[src/shared/sees_pkg.sv]
// package: slot event status and control constants
package sees_pkg;
  localparam int ADDR_W = 8;
  localparam int DATA_W = 16;
  // configuration offsets
  localparam logic [7:0] SLOT_CONTROL_OFS = 8'hA8;
  localparam logic [7:0] SLOT_STATUS_OFS = 8'hAA;
  // reset values
  localparam logic [15:0] STATUS_RESET = 16'h0010;
  localparam logic [15:0] CONTROL_RESET = 16'h0000;
  // status bits that hold sticky events
  localparam logic [15:0] FLAG_MASK = 16'h011F;
  // status bits that mirror live slot state
  localparam logic [15:0] STATE_MASK = 16'h00E0;
  // status field positions
  localparam int STAT_BUTTON_BIT = 0;
  localparam int STAT_FAULT_BIT = 1;
  localparam int STAT_LATCH_CHG_BIT = 2;
  localparam int STAT_PRESENCE_CHG_BIT = 3;
  localparam int STAT_CMD_DONE_BIT = 4;
  localparam int STAT_LATCH_STATE_BIT = 5;
  localparam int STAT_PRESENCE_BIT = 6;
  localparam int STAT_INTERLOCK_BIT = 7;
  localparam int STAT_LINK_CHG_BIT = 8;
  // control field positions
  localparam int CTL_BUTTON_EN_BIT = 0;
  localparam int CTL_FAULT_EN_BIT = 1;
  localparam int CTL_LATCH_EN_BIT = 2;
  localparam int CTL_PRESENCE_EN_BIT = 3;
  localparam int CTL_CMD_DONE_EN_BIT = 4;
  localparam int CTL_HOTPLUG_EN_BIT = 5;
  // events that may raise either request
  localparam logic [15:0] WAKE_EVENT_MASK = 16'h000F;
  localparam int BYTE_W = 8;
  // power states
  localparam logic [1:0] PSTATE_D0 = 2'h0;
endpackage

[src/logic/sees_event_flag.sv]
// file: one sticky slot event flag, set wins over clear
`timescale 1ns/1ps
module sees_event_flag #(
  parameter logic RESET_VAL = 1'b0
) (
  // clock and reset
  input wire logic core_clk,
  input wire logic sys_rst,
  input wire logic clk_en,
  // event and clear
  input wire logic set_evt,
  input wire logic clear_req,
  // flag
  output logic flag
);
  always_ff @(posedge core_clk) begin
    if (sys_rst) begin
      flag <= RESET_VAL;
    end else if (clk_en) begin
      // an event landing on the clear cycle must not be lost
      if (set_evt) begin
        flag <= 1'b1;
      end else if (clear_req) begin
        flag <= 1'b0;
      end
    end
  end
endmodule

[src/logic/sees_slot_events.sv]
// file: slot event enables, slot status and request gating
// Operation
// RQ1 - fault enable set: pending fault flag raises interrupt or wake request
// RQ2 - button enable set: pending button flag raises interrupt or wake request
// RQ3 - interrupt only with hot-plug and message interrupt enables both set
// RQ4 - wake request in low power states only with power event enable
// RQ5 - 16-bit status at AAh resets to 0010h
// RQ6 - status ignores ordinary writes; hardware sets, write one clears
// RQ7 - writing one clears an event bit, writing zero leaves it
// RQ8 - fault flag follows the slot fault pin, zero when no fault; here the pin sets a sticky flag that stays until a write of one clears it
// RQ9 - requests held while flag and enable set, drop after clear
`timescale 1ns/1ps
module sees_slot_events (
  // clock and reset
  input wire logic core_clk,
  input wire logic sys_rst,
  input wire logic clk_en,
  // configuration access
  input wire logic cfg_wr,
  input wire logic cfg_rd,
  input wire logic [sees_pkg::ADDR_W-1:0] cfg_addr,
  input wire logic [sees_pkg::DATA_W-1:0] cfg_wdata,
  input wire logic [1:0] cfg_be,
  output logic [sees_pkg::DATA_W-1:0] cfg_rdata,
  output logic cfg_rvalid,
  // slot sensors
  input wire logic attention_button_press,
  input wire logic slot_power_fault_pin,
  input wire logic latch_sensor_change,
  input wire logic presence_change,
  input wire logic link_state_change,
  input wire logic latch_sensor_open,
  input wire logic card_present,
  input wire logic interlock_engaged,
  // enables kept elsewhere and power state
  input wire logic message_interrupt_enable,
  input wire logic power_event_enable,
  input wire logic [1:0] power_state,
  // requests
  output logic hotplug_irq_req,
  output logic pme_req
);
  import sees_pkg::*;

  logic [DATA_W-1:0] slot_event_control;
  logic cmd_write_seen;
  logic [DATA_W-1:0] stat_flags;
  logic [DATA_W-1:0] set_vec;
  logic [DATA_W-1:0] clr_vec;
  logic [DATA_W-1:0] state_vec;
  logic [DATA_W-1:0] slot_event_status;
  logic [DATA_W-1:0] wake_pending;
  logic ctl_wr;
  logic stat_wr;
  logic in_d0;
  logic hotplug_interrupt_enable;
  logic next_irq;
  logic next_pme;

  function automatic logic [DATA_W-1:0] lane_mask(input logic [1:0] be);
    lane_mask = {{BYTE_W{be[1]}}, {BYTE_W{be[0]}}};
  endfunction

  assign ctl_wr = cfg_wr && (cfg_addr == SLOT_CONTROL_OFS);
  assign stat_wr = cfg_wr && (cfg_addr == SLOT_STATUS_OFS);
  assign in_d0 = (power_state == PSTATE_D0);
  assign hotplug_interrupt_enable = slot_event_control[CTL_HOTPLUG_EN_BIT];

  always_comb begin
    set_vec = '0;
    set_vec[STAT_BUTTON_BIT] = attention_button_press;
    set_vec[STAT_FAULT_BIT] = slot_power_fault_pin; // RQ8
    set_vec[STAT_LATCH_CHG_BIT] = latch_sensor_change;
    set_vec[STAT_PRESENCE_CHG_BIT] = presence_change;
    set_vec[STAT_CMD_DONE_BIT] = cmd_write_seen;
    set_vec[STAT_LINK_CHG_BIT] = link_state_change;
  end

  // only a written one clears; zeros and absent lanes leave bits
  assign clr_vec = stat_wr ? (cfg_wdata & lane_mask(cfg_be)) : '0; // RQ7

  genvar gi;
  generate
    for (gi = 0; gi < DATA_W; gi++) begin : g_flag
      if (FLAG_MASK[gi]) begin : g_cell
        sees_event_flag #(
          .RESET_VAL(STATUS_RESET[gi])
        ) u_flag (
          .core_clk(core_clk),
          .sys_rst(sys_rst),
          .clk_en(clk_en),
          .set_evt(set_vec[gi]),
          .clear_req(clr_vec[gi]), // RQ6
          .flag(stat_flags[gi])
        );
      end else begin : g_none
        assign stat_flags[gi] = 1'b0;
      end
    end
  endgenerate

  always_comb begin
    state_vec = '0;
    state_vec[STAT_LATCH_STATE_BIT] = latch_sensor_open;
    state_vec[STAT_PRESENCE_BIT] = card_present;
    state_vec[STAT_INTERLOCK_BIT] = interlock_engaged;
  end

  // live state bits ignore writes; reserved bits stay zero
  assign slot_event_status = stat_flags | (state_vec & STATE_MASK); // RQ5

  always_ff @(posedge core_clk) begin
    if (sys_rst) begin
      slot_event_control <= CONTROL_RESET;
    end else if (clk_en && ctl_wr) begin
      slot_event_control <= (slot_event_control & ~lane_mask(cfg_be)) |
                            (cfg_wdata & lane_mask(cfg_be));
    end
  end

  // any control write counts as a command; done flags two cycles later
  always_ff @(posedge core_clk) begin
    if (sys_rst) begin
      cmd_write_seen <= 1'b0;
    end else if (clk_en) begin
      cmd_write_seen <= ctl_wr;
    end
  end

  always_ff @(posedge core_clk) begin
    if (sys_rst) begin
      cfg_rdata <= '0;
      cfg_rvalid <= 1'b0;
    end else if (clk_en) begin
      cfg_rvalid <= cfg_rd;
      if (!cfg_rd) begin
        cfg_rdata <= cfg_rdata;
      end else if (cfg_addr == SLOT_STATUS_OFS) begin
        cfg_rdata <= slot_event_status; // RQ5
      end else if (cfg_addr == SLOT_CONTROL_OFS) begin
        cfg_rdata <= slot_event_control;
      end else begin
        cfg_rdata <= '0;
      end
    end
  end

  assign wake_pending = stat_flags & slot_event_control & WAKE_EVENT_MASK;

  always_comb begin
    // RQ1 RQ2 RQ9 level requests follow flag and enable
    next_irq = (|wake_pending) ||
               (stat_flags[STAT_CMD_DONE_BIT] &&
                slot_event_control[CTL_CMD_DONE_EN_BIT]);
    // RQ3
    next_irq = next_irq && hotplug_interrupt_enable &&
               message_interrupt_enable && in_d0;
    // RQ4 command completion never wakes the link
    next_pme = (|wake_pending) && power_event_enable && !in_d0;
  end

  always_ff @(posedge core_clk) begin
    if (sys_rst) begin
      hotplug_irq_req <= 1'b0;
      pme_req <= 1'b0;
    end else if (clk_en) begin
      hotplug_irq_req <= next_irq; // RQ9
      pme_req <= next_pme; // RQ9
    end
  end
endmodule

[config.mk]
export PLATFORM = sky130hd
export DESIGN_NAME = sees_slot_events
export DESIGN_NICKNAME = d
export VERILOG_FILES = /design/src/shared/sees_pkg.sv /design/src/logic/sees_event_flag.sv /design/src/logic/sees_slot_events.sv
export SDC_FILE = /design/constraint.sdc
export NUM_CORES = 1
export LEC_CHECK = 0
export ABC_AREA = 1
export BUFFER_PORTS_ARGS = -buffer_cell sky130_fd_sc_hd__buf_4
export CORE_ASPECT_RATIO = 0.75
export CORE_MARGIN = 2
export CORE_UTILIZATION = 40
export CTS_CLUSTER_SIZE = 28
export DETAILED_ROUTE_END_ITERATION = 7
export GPL_TIMING_DRIVEN = 0
export PLACE_DENSITY = 0.67
export SLEW_MARGIN = 10
export SYNTH_ARGS = -nofsm -noshare
export SYNTH_HDL_FRONTEND = slang
export SYNTH_HIERARCHICAL = 1
export SYNTH_SLANG_ARGS = --single-unit
[constraint.sdc]
create_clock -name core_clk -period 1.02 [get_ports core_clk]
set_input_delay 0.051 -clock core_clk [delete_from_list [all_inputs] [get_ports core_clk]]
set_output_delay 0.051 -clock core_clk [all_outputs]
set_load 0.005 [all_outputs]
==> impl_metrics.json <==
{
  "antenna_found_initial": 0,
  "total_power_w": 0.00330,
  "min_period_ns": 0.960,
  "hold_class": "in -> reg",
  "nets": 415,
  "synth-adder-area-share_pct": 0,
  "synth_ff_type": "dfxtp_1",
  "p_leak_nw": 1.32,
  "ys_top_cells_by_count": "79 x nand2_1, 56 x nor2_1, 42 x dfxtp_1",
  "synth_edf_count": 0,
  "path_cells": "buf_4 -> inv_1 -> nand2_1 -> nor2_2 -> buf_6 -> nand3_4 -> nor3_1 -> nand2_1 -> nand2_1 -> a21oi_2",
  "fin_skew_ns": 0.00695,
  "syn_area_per_cell_um2": 6.70,
  "yosysTopAreaCell": "dfxtp_1",
  "synthSimpleGateAreaFrac_pct": 41.2,
  "ys_seq_area_share_pct": 41.3,
  "tns_ns": 0,
  "synth_cells": 304,
  "cts_inserted_buffers": 5,
  "top_level_ports": 62,
  "fillCellCount": 512,
  "drtPass1Iterations": 4,
  "rows": 22,
  "synth_top_family_by_area": "simple AND/OR/NAND/NOR gates",
  "holdBufCountCts": 0,
  "layout.cells.non_filler": 433,
  "synth-compound-area-share_pct": 7.06,
  "drc_errors": 0,
  "multiInputGateArea_um2": 1020,
  "async_flop_share_pct": 0,
  "ys_seq_elements": 42,
  "initial_core_util_pct": 41.6,
  "synth_fp_nets": 347,
  "path_clk_slew_ns": 0.08,
  "cp_data_required_time_ns": 1.21,
  "root_buffer": "clkbuf_8",
  "fmax_mhz": 1040,
  "routedWlPerCell_um": 12.3,
  "synth_cell_type_count": 23,
  "core_um2": 4900,
  "synth_top_area_share_pct": 41.3,
  "crit_buf_inv": 3,
  "grt_pass1_vias": 1891,
  "synth_xor_area_share_pct": 0,
  "viasPerCell": 4.83,
  "critPathCaptureType": "flop",
  "area_growth_pct": 32.8,
  "path_max_fanout": 10,
  "numPortBuffers": 59,
  "worstSkewPairLatency_ns": 0.30,
  "drive_above_1_share_pct": 26.5,
  "crit_top_cell": "nand2_1",
  "maxCapViolCount": 0,
  "maxSlewViolCount": 0,
  "final_antenna_net_count": 0,
  "dpl.cell_count": 423,
  "ctsHtreeMaxLevel": 2,
  "cts_buffer_depth": 2,
  "drt_iter0_drc": 115,
  "synthMuxAreaShare_pct": 0,
  "fp.dieW_um": 86.4,
  "grt_start_max_net_pins": 20,
  "diodes": 0,
  "wirelength_um": 5340,
  "floorplan.die.height_um": 65.8,
  "place.gp.congestion": 0.812,
  "ys_top_cells_by_area": "dfxtp_1 41%, nand2_1 15%, nor2_1 10%, inv_1 6.6%, nand4_1 4.9%",
  "slew_headroom_pct": 69.9,
  "status": "complete, no violations",
  "finalCritPeriodShare_pct": 94.1,
  "die_area_um2": 5690,
  "via_count": 2091,
  "synth_warnings": 6,
  "finalSetupViolCount": 0,
  "crit_path_start_kind": "primary input",
  "whs_ns": 0.00746,
  "grt-ovfl-total": 0,
  "grt_use_total_pct": 20.2,
  "regArea_um2": 841,
  "netlist_area_um2": 2040,
  "hold_violations": 0,
  "slowest_stage": "buf_6",
  "power_density_nw_per_um2": 1220,
  "dp_hpwl_um": 4040,
  "cts_tree": "built",
  "max_stage_delay_ns": 0.19,
  "arrival_ns": 1.15,
  "yosysMostFrequentCell": "nand2_1",
  "ir_drop_v": 0.000479,
  "cts_sinks": 42,
  "grt_pass1_wl_um": 8940,
  "tightest_slew_ns": 0.451,
  "critPathKind": "in -> reg",
  "crit_family": "simple AND/OR/NAND/NOR gates"
}
==> placed cells by master (no fill, tap or decap) <==
cell,Yosys,layout
nor3_1,6,1
clkbuf_1,3,4
or2_2,1,1
buf_1,1,1
nor2_1,56,55
a21oi_2,5,5
inv_2,1,1
buf_6,0,1
o21ai_0,8,8
nand3b_1,1,1
nor3_2,0,5
nand2_1,79,79
a21oi_1,12,12
clkinv_2,1,2
inv_1,36,36
dfxtp_1,42,42
nand3_4,1,2
clkbuf_8,0,6
nor2_8,2,2
nor2_2,3,3
buf_4,4,64
buf_2,5,5
nand4_1,16,16
nand2_2,1,1
nand3_1,19,19
nor2_4,0,1
==> repair_timing <==
item | CTS | global route
gates cloned | 0 | 0
endpoints found under the setup margin | 6 | 8
buffers inserted | 0 | 2
resized for setup | 1 | 8
endpoints found under the hold margin | 0 | 0
pin swaps | 0 | 1
==> through the flow <==
stage / setup WS, ns / cell area, um2 / util (%)
floorplan: 0.0275 / 2040 / -
global placement: -0.424 / 2550 / 52.1
detailed placement: -0.428 / 2550 / 52.1
CTS: 0.00481 / 2650 / 54.1
global route: -0.00461 / 2710 / 55.2
finish: 0.0599 / 2710 / 55.2
==> final timing paths <==
path | from | end | slack, ns | depth (start not counted)
min reg2reg | flop | cfg_rdata[9]$_SDFFE_PP0P_ | 0.46 | 2
min | sys_rst | g_flag[0].g_cell.u_flag/flag$_SDFFE_PP0P_ | 0.007 | 2
max reg2reg | g_flag[1].g_cell.u_flag/flag$_SDFFE_PP0P_ | pme_req$_SDFFE_PP0P_ | 0.09 | 5
max | cfg_addr[6] | g_flag[3].g_cell.u_flag/flag$_SDFFE_PP0P_ | 0.06 | 10
==> worst register-to-register path: stages (launching register included) <==
cell      delay (ns)
dfxtp_1         0.35
nand2_1         0.08
nand2_1         0.06
nor2_2          0.15
nand3b_1        0.12
a21oi_1         0.06
==> where the power goes <==
group,internal (W),switching [W]
Sequential,0.00169,0.0000319
Clock,0.000547,0.000566
Combinational,0.000227,0.000240
Total,0.00247,0.000837
==> layer usage <==
layer  part of all wire, %  vias to the layer above  track usage [%]
met3                   4.8                        4             4.49
met4                  0.73                        0             4.69
li1                      -                     1090                -
met1                    51                      944             29.3
met5                     0                        -                0
met2                    43                       53             30.5
==> logic make-up (layout without fill, tap and decap cells) <==
kind of cell | count (synthesis) | in the layout
AOI/OAI and AO/OA | 25 | 25
buffers and inverters | 51 | 120
DFF | 42 | 42
and+or+nand+nor | 186 | 186
==> final cells by class <==
type / instances / share of cell area [%]
Inverter: 38 / 5.32
Buffer: 13 / 2.73
Clock inverter: 1 / 0.185
Tap cell: 60 / 2.78
Timing Repair Buffer: 61 / 16.9
Clock buffer: 7 / 3.19
Multi-Input combinational cell: 211 / 37.8
Sequential cell: 42 / 31.1
No activity file was read; power rests on OpenSTA's default activity.
